`config.mk`:
```
export PLATFORM = sky130hd
export DESIGN_NAME = eism_top
export DESIGN_NICKNAME = d
export VERILOG_FILES = /design/src/rtl/eism_pkg.sv /design/src/rtl/eism_sync.sv /design/src/rtl/eism_top.sv
export SDC_FILE = /design/constraint.sdc
export NUM_CORES = 1
export LEC_CHECK = 0
export BUFFER_PORTS_ARGS = -buffer_cell sky130_fd_sc_hd__buf_2
export CAP_MARGIN = 40
export CORE_MARGIN = 2
export CORE_UTILIZATION = 56
export DETAILED_ROUTE_END_ITERATION = 8
export PLACE_DENSITY = 0.85
export SYNTH_ARGS = -nofsm -noshare
export SYNTH_HDL_FRONTEND = slang
export SYNTH_SLANG_ARGS = --single-unit
```
`constraint.sdc`:
```
create_clock -name pclk -period 2.2 [get_ports pclk]
set_input_delay 0.33 -clock pclk [delete_from_list [all_inputs] [get_ports pclk]]
set_output_delay 0.33 -clock pclk [all_outputs]
set_load 0.02 [all_outputs]
```
`src/rtl/eism_pkg.sv`:
```
package eism_pkg;

   // ----------------------------------------
   // widths
   // ----------------------------------------
   localparam int NUM_PINS = 8;
   localparam int NUM_KEYS = 16;
   localparam int NUM_WAKE = 8;
   localparam int REG_W    = 8;
   localparam int ADDR_W   = 8;
   localparam int SYNC_W   = NUM_PINS + NUM_KEYS + NUM_WAKE;

   // ----------------------------------------
   // register byte offsets
   // ----------------------------------------
   localparam logic [ADDR_W-1:0] OFS_SENSE_HIGH = 8'h00;
   localparam logic [ADDR_W-1:0] OFS_SENSE_LOW  = 8'h04;
   localparam logic [ADDR_W-1:0] OFS_ENABLE     = 8'h08;
   localparam logic [ADDR_W-1:0] OFS_STATUS     = 8'h0C;
   localparam logic [ADDR_W-1:0] OFS_KEY_UPPER  = 8'h10;
   localparam logic [ADDR_W-1:0] OFS_KEY_LOWER  = 8'h14;
   localparam logic [ADDR_W-1:0] OFS_WAKE_MASK  = 8'h18;

   // ----------------------------------------
   // reset values
   // ----------------------------------------
   localparam logic [REG_W-1:0] RST_SENSE_HIGH = 8'h00;
   localparam logic [REG_W-1:0] RST_SENSE_LOW  = 8'h00;
   localparam logic [REG_W-1:0] RST_ENABLE     = 8'h00;
   localparam logic [REG_W-1:0] RST_STATUS     = 8'h00;
   localparam logic [REG_W-1:0] RST_KEY_UPPER  = 8'hFF;
   localparam logic [REG_W-1:0] RST_KEY_LOWER  = 8'hBF;
   localparam logic [REG_W-1:0] RST_WAKE_MASK  = 8'hFF;

   // ----------------------------------------
   // field positions and encodings
   // ----------------------------------------
   localparam int PIN_SHARED_KEY_LOW  = 6;
   localparam int PIN_SHARED_KEY_HIGH = 7;
   localparam int SENSE_PINS_PER_REG  = 4;
   localparam int SENSE_BIT_B         = 1;
   localparam int SENSE_BIT_A         = 0;

   typedef enum logic [1:0] {
      SENSE_LOW_LEVEL = 2'h0,
      SENSE_FALLING   = 2'h1,
      SENSE_RISING    = 2'h2,
      SENSE_BOTH      = 2'h3
   } eism_sense_t;

   // ----------------------------------------
   // carriers
   // ----------------------------------------
   typedef struct packed {
      logic [NUM_WAKE-1:0] wake_event_inputs_n;
      logic [NUM_KEYS-1:0] key_sense_inputs_n;
      logic [NUM_PINS-1:0] ext_request_pin_n;
   } eism_pins_t;

   typedef struct packed {
      logic [ADDR_W-1:0] paddr;
      logic              pwrite;
      logic [31:0]       pwdata;
      logic [3:0]        pstrb;
   } eism_apb_req_t;

endpackage

```
`src/rtl/eism_sync.sv`:
```
module eism_sync #(
   parameter int                 WIDTH    = 1,
   parameter logic [WIDTH-1:0]   IDLE_VAL = '1
) (
   // clock and reset
   input  wire logic             pclk,
   input  wire logic             presetn,
   // raw and filtered levels
   input  wire logic [WIDTH-1:0] async_in,
   output      logic [WIDTH-1:0] level_out
);

   logic [WIDTH-1:0] meta_r;
   logic [WIDTH-1:0] s2_r;
   logic [WIDTH-1:0] s3_r;

   // ----------------------------------------
   // three stage capture, change taken once two late stages agree
   // ----------------------------------------
   genvar i;
   generate
      for (i = 0; i < WIDTH; i++) begin : g_bit
         always_ff @(posedge pclk or negedge presetn) begin
            if (!presetn) begin
               meta_r[i]    <= IDLE_VAL[i];
               s2_r[i]      <= IDLE_VAL[i];
               s3_r[i]      <= IDLE_VAL[i];
               level_out[i] <= IDLE_VAL[i];
            end else begin
               meta_r[i] <= async_in[i];
               s2_r[i]   <= meta_r[i];
               s3_r[i]   <= s2_r[i];
               if (s2_r[i] == s3_r[i]) begin
                  level_out[i] <= s3_r[i];
               end
            end
         end
      end
   endgenerate

endmodule

```
`src/rtl/eism_top.sv`:
```
// Functional notes
// RQ1 - sense 00: flag raised while pin input is low
// RQ2 - sense 01: flag raised on each high-to-low pin transition
// RQ3 - sense 10: flag raised on each low-to-high pin transition
// RQ4 - sense 11: flag raised on every pin transition
// RQ5 - two sense bits per pin, pins 7-4 high register, 3-0 low, B upper
// RQ6 - enable bit at pin index; request passes only while it is 1
// RQ7 - status flag set whenever the chosen sense condition occurs
// RQ8 - flag clears only after read as 1 then written 0; exception handling (RQ10, RQ11) also clears it without a read
// RQ9 - writing 1 to a status bit has no effect
// RQ10 - low-level mode: exception handling clears flag if input high
// RQ11 - edge modes: exception handling clears flag
// RQ12 - key and wake masks gate sixteen key and eight wake inputs
// RQ13 - key mask bit 0 lets key through, 1 blocks it
// RQ14 - upper key mask bits 7-0 map key inputs 15-8
// RQ15 - lower key mask bits 7-0 map key inputs 7-0
// RQ16 - lower key mask bit 6 also masks pin six; resets to 0
// RQ17 - flags set regardless of enable bits
// RQ18 - wake and keys 15-8 feed source 7; keys 7-0 feed source 6
// RQ19 - any upper key or wake mask bit 0 ignores pin seven
// RQ20 - wake mask bit per input, 0 enables, resets to 1
// RQ21 - request out is status flag AND enable bit
// RQ22 - inputs synchronised; edges found from consecutive samples
//
// Decided for this implementation: the address map and the APB register port.
module eism_top
   import eism_pkg::*;
(
   // clock and reset
   input  wire logic                   pclk,
   input  wire logic                   presetn,
   // apb slave
   input  wire logic                   psel,
   input  wire logic                   penable,
   input  wire eism_pkg::eism_apb_req_t apb_req,
   output      logic [31:0]            prdata,
   output      logic                   pready,
   output      logic                   pslverr,
   // external inputs, active low
   input  wire eism_pkg::eism_pins_t    pins,
   // exception handling executed, one pulse per source
   input  wire logic [7:0]             exc_done,
   // requests to the priority logic
   output      logic [7:0]             irq_request
);

   // ----------------------------------------
   // registers
   // ----------------------------------------
   logic [7:0]  sense_select_high_r;
   logic [7:0]  sense_select_low_r;
   logic [7:0]  request_enable_r;
   logic [7:0]  request_status_r;
   logic [7:0]  request_status_nxt;
   logic [7:0]  key_mask_upper_r;
   logic [7:0]  key_mask_lower_r;
   logic [7:0]  wake_mask_r;
   logic [7:0]  read_armed_r;
   logic [7:0]  read_armed_nxt;

   // ----------------------------------------
   // bus state
   // ----------------------------------------
   logic [31:0] prdata_r;
   logic        pready_r;
   logic        pslverr_r;
   logic        setup_ph;
   logic        access_done;
   logic        wr_done;
   logic        rd_done;
   logic        lane0;
   logic        addr_hit;
   logic [7:0]  rd_mux;
   logic [7:0]  wbyte;
   logic        wr_sense_high;
   logic        wr_sense_low;
   logic        wr_enable;
   logic        wr_status;
   logic        wr_key_upper;
   logic        wr_key_lower;
   logic        wr_wake_mask;

   // ----------------------------------------
   // input path
   // ----------------------------------------
   logic [SYNC_W-1:0] pins_sync;
   logic [7:0]        pin_lvl;
   logic [15:0]       key_lvl;
   logic [7:0]        wake_lvl;
   logic [15:0]       sense_all;
   logic [7:0]        src_lvl;
   logic [7:0]        src_prev_r;
   logic [7:0]        hit;
   logic [7:0]        exc_clr;
   logic              key_hi_on;
   logic              wake_on;
   logic              pin7_open;
   logic              key_lo_on;
   logic              pin6_open;
   logic [7:0]        irq_request_r;

   // ----------------------------------------
   // synchronisers
   // ----------------------------------------
   // all pins idle high, so the filter starts at ones to avoid a false edge
   eism_sync #(
      .WIDTH    (SYNC_W),
      .IDLE_VAL ({SYNC_W{1'b1}})
   ) u_sync (
      .pclk      (pclk),
      .presetn   (presetn),
      .async_in  (pins),
      .level_out (pins_sync)
   ); // [RQ22]

   assign pin_lvl  = pins_sync[NUM_PINS-1:0];
   assign key_lvl  = pins_sync[NUM_PINS+NUM_KEYS-1:NUM_PINS];
   assign wake_lvl = pins_sync[SYNC_W-1:NUM_PINS+NUM_KEYS];

   // ----------------------------------------
   // key and wake gating
   // ----------------------------------------
   // a key or wake input pulls its source low only while its mask is 0
   assign key_hi_on = |(~key_lvl[15:8] & ~key_mask_upper_r); // [RQ13] [RQ14] [RQ12]
   assign wake_on   = |(~wake_lvl & ~wake_mask_r); // [RQ20] [RQ12]
   assign key_lo_on = |(~key_lvl[7:0] & ~key_mask_lower_r); // [RQ13] [RQ15]

   // pin seven only counts while every upper key and wake mask bit is 1
   assign pin7_open = (&key_mask_upper_r) & (&wake_mask_r); // [RQ19]
   // pin six shares the lower key mask bit six
   assign pin6_open = ~key_mask_lower_r[PIN_SHARED_KEY_LOW]; // [RQ16]

   // ----------------------------------------
   // source levels, high means idle
   // ----------------------------------------
   always_comb begin
      src_lvl = pin_lvl;
      src_lvl[PIN_SHARED_KEY_HIGH] = ~((~pin_lvl[PIN_SHARED_KEY_HIGH] & pin7_open)
                                       | key_hi_on | wake_on); // [RQ18]
      src_lvl[PIN_SHARED_KEY_LOW]  = ~((~pin_lvl[PIN_SHARED_KEY_LOW] & pin6_open)
                                       | key_lo_on); // [RQ18]
   end

   // previous sample of each source for edge finding
   always_ff @(posedge pclk or negedge presetn) begin
      if (!presetn) begin
         src_prev_r <= 8'hFF;
      end else begin
         src_prev_r <= src_lvl; // [RQ22]
      end
   end

   // ----------------------------------------
   // per-pin sense decode
   // ----------------------------------------
   assign sense_all = {sense_select_high_r, sense_select_low_r}; // [RQ5]

   genvar g;
   generate
      for (g = 0; g < NUM_PINS; g++) begin : g_pin
         eism_sense_t mode;
         logic        fall;
         logic        rise;
         assign mode = eism_sense_t'({sense_all[2*g+SENSE_BIT_B], sense_all[2*g+SENSE_BIT_A]}); // [RQ5]
         assign fall = src_prev_r[g] & ~src_lvl[g];
         assign rise = ~src_prev_r[g] & src_lvl[g];
         always_comb begin
            case (mode)
               SENSE_LOW_LEVEL: begin
                  hit[g]     = ~src_lvl[g]; // [RQ1]
                  exc_clr[g] = exc_done[g] & src_lvl[g]; // [RQ10]
               end
               SENSE_FALLING: begin
                  hit[g]     = fall; // [RQ2]
                  exc_clr[g] = exc_done[g]; // [RQ11]
               end
               SENSE_RISING: begin
                  hit[g]     = rise; // [RQ3]
                  exc_clr[g] = exc_done[g]; // [RQ11]
               end
               default: begin
                  hit[g]     = fall | rise; // [RQ4]
                  exc_clr[g] = exc_done[g]; // [RQ11]
               end
            endcase
         end
      end
   endgenerate

   // ----------------------------------------
   // apb decode
   // ----------------------------------------
   // one wait-free answer: data is prepared in setup, pready rises in access
   assign setup_ph    = psel & ~penable;
   assign access_done = psel & penable & pready_r;
   assign wr_done     = access_done & apb_req.pwrite & ~pslverr_r;
   assign rd_done     = access_done & ~apb_req.pwrite & ~pslverr_r;
   assign lane0       = apb_req.pstrb[0];
   assign wbyte       = apb_req.pwdata[7:0];

   always_comb begin
      addr_hit = 1'b1;
      if (apb_req.paddr == OFS_SENSE_HIGH) begin
         rd_mux = sense_select_high_r;
      end else if (apb_req.paddr == OFS_SENSE_LOW) begin
         rd_mux = sense_select_low_r;
      end else if (apb_req.paddr == OFS_ENABLE) begin
         rd_mux = request_enable_r;
      end else if (apb_req.paddr == OFS_STATUS) begin
         rd_mux = request_status_r;
      end else if (apb_req.paddr == OFS_KEY_UPPER) begin
         rd_mux = key_mask_upper_r;
      end else if (apb_req.paddr == OFS_KEY_LOWER) begin
         rd_mux = key_mask_lower_r;
      end else if (apb_req.paddr == OFS_WAKE_MASK) begin
         rd_mux = wake_mask_r;
      end else begin
         rd_mux   = 8'h00;
         addr_hit = 1'b0;
      end
   end

   always_ff @(posedge pclk or negedge presetn) begin
      if (!presetn) begin
         pready_r  <= 1'b0;
         pslverr_r <= 1'b0;
         prdata_r  <= 32'h0000_0000;
      end else if (setup_ph) begin
         pready_r  <= 1'b1;
         pslverr_r <= ~addr_hit;
         prdata_r  <= {24'h00_0000, rd_mux};
      end else begin
         pready_r  <= 1'b0;
         pslverr_r <= 1'b0;
         prdata_r  <= 32'h0000_0000;
      end
   end

   // ----------------------------------------
   // write strobes
   // ----------------------------------------
   // lane 0 carries the whole register, so a write without it leaves every register alone
   assign wr_sense_high = wr_done & lane0 & (apb_req.paddr == OFS_SENSE_HIGH);
   assign wr_sense_low  = wr_done & lane0 & (apb_req.paddr == OFS_SENSE_LOW);
   assign wr_enable     = wr_done & lane0 & (apb_req.paddr == OFS_ENABLE);
   assign wr_status     = wr_done & lane0 & (apb_req.paddr == OFS_STATUS);
   assign wr_key_upper  = wr_done & lane0 & (apb_req.paddr == OFS_KEY_UPPER);
   assign wr_key_lower  = wr_done & lane0 & (apb_req.paddr == OFS_KEY_LOWER);
   assign wr_wake_mask  = wr_done & lane0 & (apb_req.paddr == OFS_WAKE_MASK);

   // ----------------------------------------
   // control registers
   // ----------------------------------------
   always_ff @(posedge pclk or negedge presetn) begin
      if (!presetn) begin
         sense_select_high_r <= RST_SENSE_HIGH;
      end else if (wr_sense_high) begin
         sense_select_high_r <= wbyte; // [RQ5]
      end
   end

   always_ff @(posedge pclk or negedge presetn) begin
      if (!presetn) begin
         sense_select_low_r <= RST_SENSE_LOW;
      end else if (wr_sense_low) begin
         sense_select_low_r <= wbyte; // [RQ5]
      end
   end

   always_ff @(posedge pclk or negedge presetn) begin
      if (!presetn) begin
         request_enable_r <= RST_ENABLE;
      end else if (wr_enable) begin
         request_enable_r <= wbyte; // [RQ6]
      end
   end

   always_ff @(posedge pclk or negedge presetn) begin
      if (!presetn) begin
         key_mask_upper_r <= RST_KEY_UPPER;
      end else if (wr_key_upper) begin
         key_mask_upper_r <= wbyte; // [RQ14]
      end
   end

   always_ff @(posedge pclk or negedge presetn) begin
      if (!presetn) begin
         key_mask_lower_r <= RST_KEY_LOWER;
      end else if (wr_key_lower) begin
         key_mask_lower_r <= wbyte; // [RQ15] [RQ16]
      end
   end

   always_ff @(posedge pclk or negedge presetn) begin
      if (!presetn) begin
         wake_mask_r <= RST_WAKE_MASK;
      end else if (wr_wake_mask) begin
         wake_mask_r <= wbyte; // [RQ20]
      end
   end

   // ----------------------------------------
   // status flags
   // ----------------------------------------
   // a new hit in the clearing cycle wins, so no event is lost
   always_comb begin
      request_status_nxt = request_status_r;
      read_armed_nxt     = read_armed_r;
      if (rd_done && apb_req.paddr == OFS_STATUS) begin
         read_armed_nxt = read_armed_r | prdata_r[7:0]; // [RQ8]
      end
      if (wr_status) begin
         // ones written are ignored; zeros clear only armed flags
         request_status_nxt = request_status_nxt & ~(read_armed_r & ~wbyte); // [RQ8] [RQ9]
      end
      request_status_nxt = request_status_nxt & ~exc_clr; // [RQ10] [RQ11]
      request_status_nxt = request_status_nxt | hit; // [RQ7] [RQ17]
      read_armed_nxt     = read_armed_nxt & request_status_nxt;
   end

   always_ff @(posedge pclk or negedge presetn) begin
      if (!presetn) begin
         request_status_r <= RST_STATUS;
      end else begin
         request_status_r <= request_status_nxt; // [RQ7]
      end
   end

   always_ff @(posedge pclk or negedge presetn) begin
      if (!presetn) begin
         read_armed_r <= 8'h00;
      end else begin
         read_armed_r <= read_armed_nxt; // [RQ8]
      end
   end

   // ----------------------------------------
   // request outputs
   // ----------------------------------------
   always_ff @(posedge pclk or negedge presetn) begin
      if (!presetn) begin
         irq_request_r <= 8'h00;
      end else begin
         irq_request_r <= request_status_nxt & request_enable_r; // [RQ21] [RQ6]
      end
   end

   assign irq_request = irq_request_r;
   assign prdata      = prdata_r;
   assign pready      = pready_r;
   assign pslverr     = pslverr_r;

endmodule

```
Yosys cells after proc, flatten, opt, wreduce, memory -nomap -nowiden
Index checks and enable logic that the tools add are counted.
{"block": "op_classes", "n_eq_ne": 54, "n_bitwise": 95, "reduce_logical": 15, "muxes": 35}
{"op": "$mux 8", "n": 10}
{"op": "$not 8->8", "n": 9}
{"op": "$and 8x8->8", "n": 8}
{"op": "$and 1x1->1", "n": 42}
{"op": "$eq 1x1->1", "n": 32}
{"op": "$eq 8x5->1 const B", "n": 3}
{"op": "$pmux 1 s3", "n": 8}
{"op": "$reduce_or 8->1", "n": 3}
{"op": "$not 1->1", "n": 23}
{"op": "$mux 1", "n": 17}
{"op": "$eq 2x1->1 const B", "n": 8}
{"op": "$eq 2x2->1 const B", "n": 8}
{"op": "$eq 8x4->1 const B", "n": 2}
{"op": "$logic_not 2->1", "n": 8}
{"op": "$or 8x8->8", "n": 2}
{"op": "$reduce_and 8->1", "n": 2}
{"op": "$or 1x1->1", "n": 11}
{"op": "$eq 8x3->1 const B", "n": 1}
{"op": "$logic_not 8->1", "n": 1}
{"op": "$logic_and 1x1->1", "n": 1}
{"block": "word_totals", "output_inout_bits": 42, "reg_bits": 242, "elab_cells": 340, "input_bits": 89}

Logic depth before layout (Yosys ltp)
{"block": "depth", "ltp_word": 12, "depth_mapped": 11, "ltp_nobuf": 11}

By module
Synthesis repeated with hierarchy kept, for this count alone.
{"block": "unflattened", "cells_unflattened": 597, "hier_area_um2": 8485.6}
{"module": "eism_top", "area_each_um2": 4762.1, "cells_each": 437, "seq_area_each_um2": 2290.9, "n_inst": 1}
{"module": "eism_sync", "area_each_um2": 3723.6, "cells_each": 160, "seq_area_each_um2": 3363.2, "n_inst": 1}

Least setup slack after synthesis
Ideal clock, no wire load.
{"block": "synth_path", "kind": "in2reg", "startpoint": "in apb_req[38] (netlist bit)", "endpoint": "reg key_mask_upper_r[0]", "arrival_ns": 2.100, "path_slack_ns": 0.017, "required_ns": 2.118, "path_buffers": 0, "stages": 4, "setup_time_ns": 0.082, "cell_sequence": "or4_4 or3b_4 nor4b_4 mux2_2"}
{"block": "synth_via", "elab_chain_cells": 2}
{"item": "start, declared", "line_no": "eism_top.sv:35", "rtl": "input wire eism_pkg::eism_apb_req_t apb_req,"}
{"item": "$eq 8x5->1", "line_no": "eism_top.sv:247", "rtl": "assign wr_key_upper = wr_done & lane0 & (apb_req.paddr == OFS_KEY_UPPER);"}
{"item": "$and 1x1->1", "line_no": "eism_top.sv:247"}
{"item": "end signal, assigned", "line_no": "eism_top.sv:282", "rtl": "key_mask_upper_r <= wbyte;"}
{"item": "end, declared", "line_no": "eism_top.sv:55", "rtl": "logic [7:0] key_mask_upper_r;"}
Every way passes these cells.
A chain may end at the register's enable or synchronous reset.

Worst setup path after layout
{"block": "layout_path", "startpoint": "reg wake_mask_r[3]", "endpoint": "reg irq_request_r[7], in the netlist irq_request[7]"}
{"block": "layout_via", "elab_chain_cells": 12, "elab_cells_between_ends": 19, "cone_classes": "2 x mux; 15 x bitwise; 2 x reduce/logical"}
{"item": "start, declared", "line_no": "eism_top.sv:57", "rtl": "logic [7:0] wake_mask_r;"}
{"item": "start signal, assigned", "line_no": "eism_top.sv:298", "rtl": "wake_mask_r <= wbyte;"}
{"item": "$reduce_and 8->1", "line_no": "eism_top.sv:129", "rtl": "assign pin7_open = (&key_mask_upper_r) & (&wake_mask_r);"}
{"item": "$and 1x1->1", "line_no": "eism_top.sv:129"}
{"item": "$and 1x1->1", "line_no": "eism_top.sv:138", "rtl": "src_lvl[PIN_SHARED_KEY_HIGH] = ~((~pin_lvl[PIN_SHARED_KEY_HIGH] & pin7_open)"}
{"item": "$or 1x1->1", "line_no": "eism_top.sv:139", "rtl": "| key_hi_on | wake_on);"}
{"item": "$or 1x1->1 (*)", "line_no": "eism_top.sv:139"}
{"item": "$not 1->1 (*)", "line_no": "eism_top.sv:138"}
{"item": "via src_lvl[7]", "line_no": "eism_top.sv:91", "rtl": "logic [7:0] src_lvl;"}
{"item": "parallel branches: the longest is 4 deep, another holds $pmux 1 s3"}
{"item": "$or 8x8->8 (*)", "line_no": "eism_top.sv:317", "rtl": "request_status_nxt = request_status_nxt | hit;"}
{"item": "$and 8x8->8 (*)", "line_no": "eism_top.sv:344", "rtl": "irq_request_r <= request_status_nxt & request_enable_r;"}
{"item": "end signal, assigned", "line_no": "eism_top.sv:344"}
{"item": "end, declared", "line_no": "eism_top.sv:100", "rtl": "logic [7:0] irq_request_r;"}
Mark *: on every way through the listed nets, which the timed path passes.

==> results.md <==
* Commonest non-fill, non-tap cells in the layout: 159 x dfstp_2, 78 x buf_2, 59 x dfrtp_1, 52 x buf_4, 49 x mux2_2
* Worst-Skew Late Latency at approximately 500 ps
* Number of antenna violations at the first check in global routing at 0
* Async S/R FF share, synth at 1.000
* Ys Warns at 0
* Avg WL per Cell at between 15 and 20 µm
* TritonCTS Buffers at 22
* Vias in the first global route at 5,534
* IO Pins at 131
* Yosys reg bits at about 220
* Slew HR at 0.5846
* Row count at 44
* Post-route ant nets at 0
* First-pass GRT wire length at around 28 mm
* NetSw at around 0.0018 W
* Vias/cell at 5.394
* Port Buffers at slightly below 80
* Reg2reg start: wake_mask_r[3]
* Final worst slack at -94.23 ps
* Worst hold start: exc_done[3]
* Int Power at roughly 0.0068 W
* Largest delay share family, worst path: simple AND/OR/NAND/NOR gates
* H-tree depth reported by CTS at 1
* Die W at about 130 µm
* Peak supply drop at 761.5 µV
* CTS clk-pin slew, worst paths at 60 ps
* Avg Cell Area, Syn at 14.45 µm²
* Skew final at roughly 14 ps
* Largest net degree at the start of global routing at 64
* Final setup vio count at 3
* Starting Density at 0.5746
* Result of the run: complete, but fails checks
* Fin Hold WS at 188.2 ps
* DRC errors left at 0
* Synth unique cells at 50
* Maxcap violations at 0
* Critical path type: flip-flop to flip-flop
* Clk buf depth at 3
* Global route overflow at 0
* Cells after Synth at between 500 and 600
* CP bufs+invs at 2
* Top_reg_cell synth: dfstp_2
* Clock Power Share at 0.431
* RSZ-0062 raised after global routing: yes
* HPWL Detailed at 11.58 mm
* Core area at roughly 15,000 µm²
* Die H at about 130 µm
* Post-DP Area at between 9000 and 10,000 µm²
* Pwr per Cell Area at 825.8 nW/µm²
* Setup crit start: wake_mask_r[3]
* Sequential power share at 0.511
* Register area share after synthesis at 0.6745
* Most common cell after layout, fill and taps aside: dfstp_2
* Violations in the final reports: setup timing
* # diodes at 0
* Period minus WS final at 2294 ps
* CP startpoint kind: flip-flop
* Critical path's slowest cell: dfstp_2
* Fraction of layout cells with a size suffix above 1 at 0.5258
* Critical path arrival at 2650 ps
* Pins Over Slew Limit at 0
* CP Cell Sequence: buf_6 > o22ai_2 > nor2_1 > nand4_1 > nor2_4 > inv_2 > ha_4 > nor2b_1 > o21ai_1 > o21ai_1 > a31oi_2 > a21boi_1
* Synthesized area at roughly 8400 µm²
* Routed WL at 17.63 mm
* Die ar. at about 16,000 µm²
* R2R Setup Slk at -90 ps
* # clock sinks at approximately 220
* Total power at slightly below 0.009 W
* Post-route cell area at 10,510 µm²
* Hold crit path type: input pin to flip-flop
* Switching Fraction at 0.2128
* Area grow syn2layout at 25.33%
* GPL Wtd Cong at 0.9293
* CTS tree: done
* All-layer global routing usage at 0.2227
* EDFF count, synth at 0
* Nets at 868
* Most frequent CP cell: o21ai_1
* Fin. Hold Viols at 0
* 1st-iter DRT viols at 374
* WP data required at 2550 ps
* Clock root buffer master: clkbuf_16
* Vias at around 5,200
* Setup TNS at -228.7 ps
* Slew @ Worst Pin at between 600 and 700 ps
* Comb pwr share at 0.059
* Setup crit end kind: flip-flop
* CP Max Fanout at 3
* Final critical-path share of the clock period at 1.043
* Drt pass-1 iters at 4
* Util after Layout at 0.7202
* Leak at 4.715 nW
* Max Freq at between 400 and 500 MHz
* CP max stage delay at 540 ps
[tightest hold or removal path: stages]
cell and delay (ps):
buf_2 90, inv_1 50, a31oi_1 120, inv_1 60
[power groups by stage]
| stage | logic (W) | clock network [W] | registers (W) |
|---|---|---|---|
| floorplan | 0.000259 | 0 | 0.00445 |
| global placement | 0.000427 | 0 | 0.00447 |
| detailed placement | 0.000451 | 0 | 0.00448 |
| CTS | 0.000502 | 0.00381 | 0.00443 |
| global route | 0.000568 | 0.00400 | 0.00445 |
| finish | 0.000509 | 0.00374 | 0.00443 |
[registers in the layout (all words and copies together), names as in the netlist, 32 cells and up]
signal            flops
u_sync.level_out     32
u_sync.meta_r        32
u_sync.s2_r          32
u_sync.s3_r          32
[routing by layer]
layer	vias to the layer above	part of all wire	track usage
met2	192	0.50	0.3721
li1	2337	-	-
met3	43	0.051	0.04302
met4	0	0.036	0.08856
met1	2606	0.42	0.2898
met5	-	0	0
[path summary, 6_finish.rpt]
check / endpoint / depth (start not counted)
worst min register to register: u_sync.s2_r[28] / 0
max in group asynchronous: src_prev_r[7] / 3
min in group asynchronous: sense_select_high_r[3] / 2
worst min-delay path: request_status_r[3] / 4
worst max register to register: irq_request[7] / 12
worst max-delay path: irq_request[7] / 12
[metrics by stage]
stage / instances / setup slack [ps]
final: 960 / -94.23
after global routing: 960 / -188.4
after detailed placement: 876 / -225.0
after global placement: 876 / -192.6
after floorplan: 603 / 17.48
after CTS: 949 / -57.84
[logic make-up (layout without fill, tap and decap cells)]
kind of cell | Yosys count | count (layout) | synth area share
other cells | 1 | 24 | 0.0004473
compound gates | 82 | 82 | 0.05970
simple gates | 94 | 94 | 0.06746
fa+ha+maj | 48 | 48 | 0.06209
mux | 70 | 70 | 0.09388
flops | 218 | 218 | 0.6745
buf+inv | 67 | 240 | 0.04194
[synthesized netlist by cell type (2+ instances only)]
library cell,number,area (µm²)
nand3b_1,8,60.06
nand2b_1,3,18.77
nand3_1,2,10.01
nand2_1,13,48.80
ha_1,16,200.2
mux4_2,2,45.04
or2_2,3,18.77
dfrtp_1,59,1476
clkbuf_1,5,18.77
nor3_1,2,10.01
mux2_2,49,551.8
nor2b_1,10,62.56
a211oi_1,11,82.58
a31oi_1,7,43.79
a21oi_1,22,110.1
a22oi_1,5,37.54
mux2i_1,19,190.2
nand4_1,3,18.77
buf_4,24,180.2
dfstp_2,159,4178
buf_2,2,10.01
nor4_1,2,12.51
a2bb2oi_1,2,17.52
inv_1,33,123.9
nor2_2,2,12.51
nand4b_1,3,26.28
o21ai_0,19,95.09
buf_1,2,7.510
o22ai_1,11,68.82
nor2_1,31,116.4
maj3_1,32,320.3
[area by class of cell]
type,instances,area (µm²)
tap,184,230.2
clock inverter,6,116.4
fill,904,4083
multi-input combinational,318,2549
clock buffer,31,614.3
inverter,33,123.9
timing repair buffer,170,1219
sequential,218,5654
[timing repair]
item	CTS	global route
buffers inserted	3	11
endpoints found under the hold margin	39	0
resized for setup	12	11
pin swaps	13	14
hold buffers	33	0
setup endpoints to repair	6	6
(Power assumes the default switching activity.)
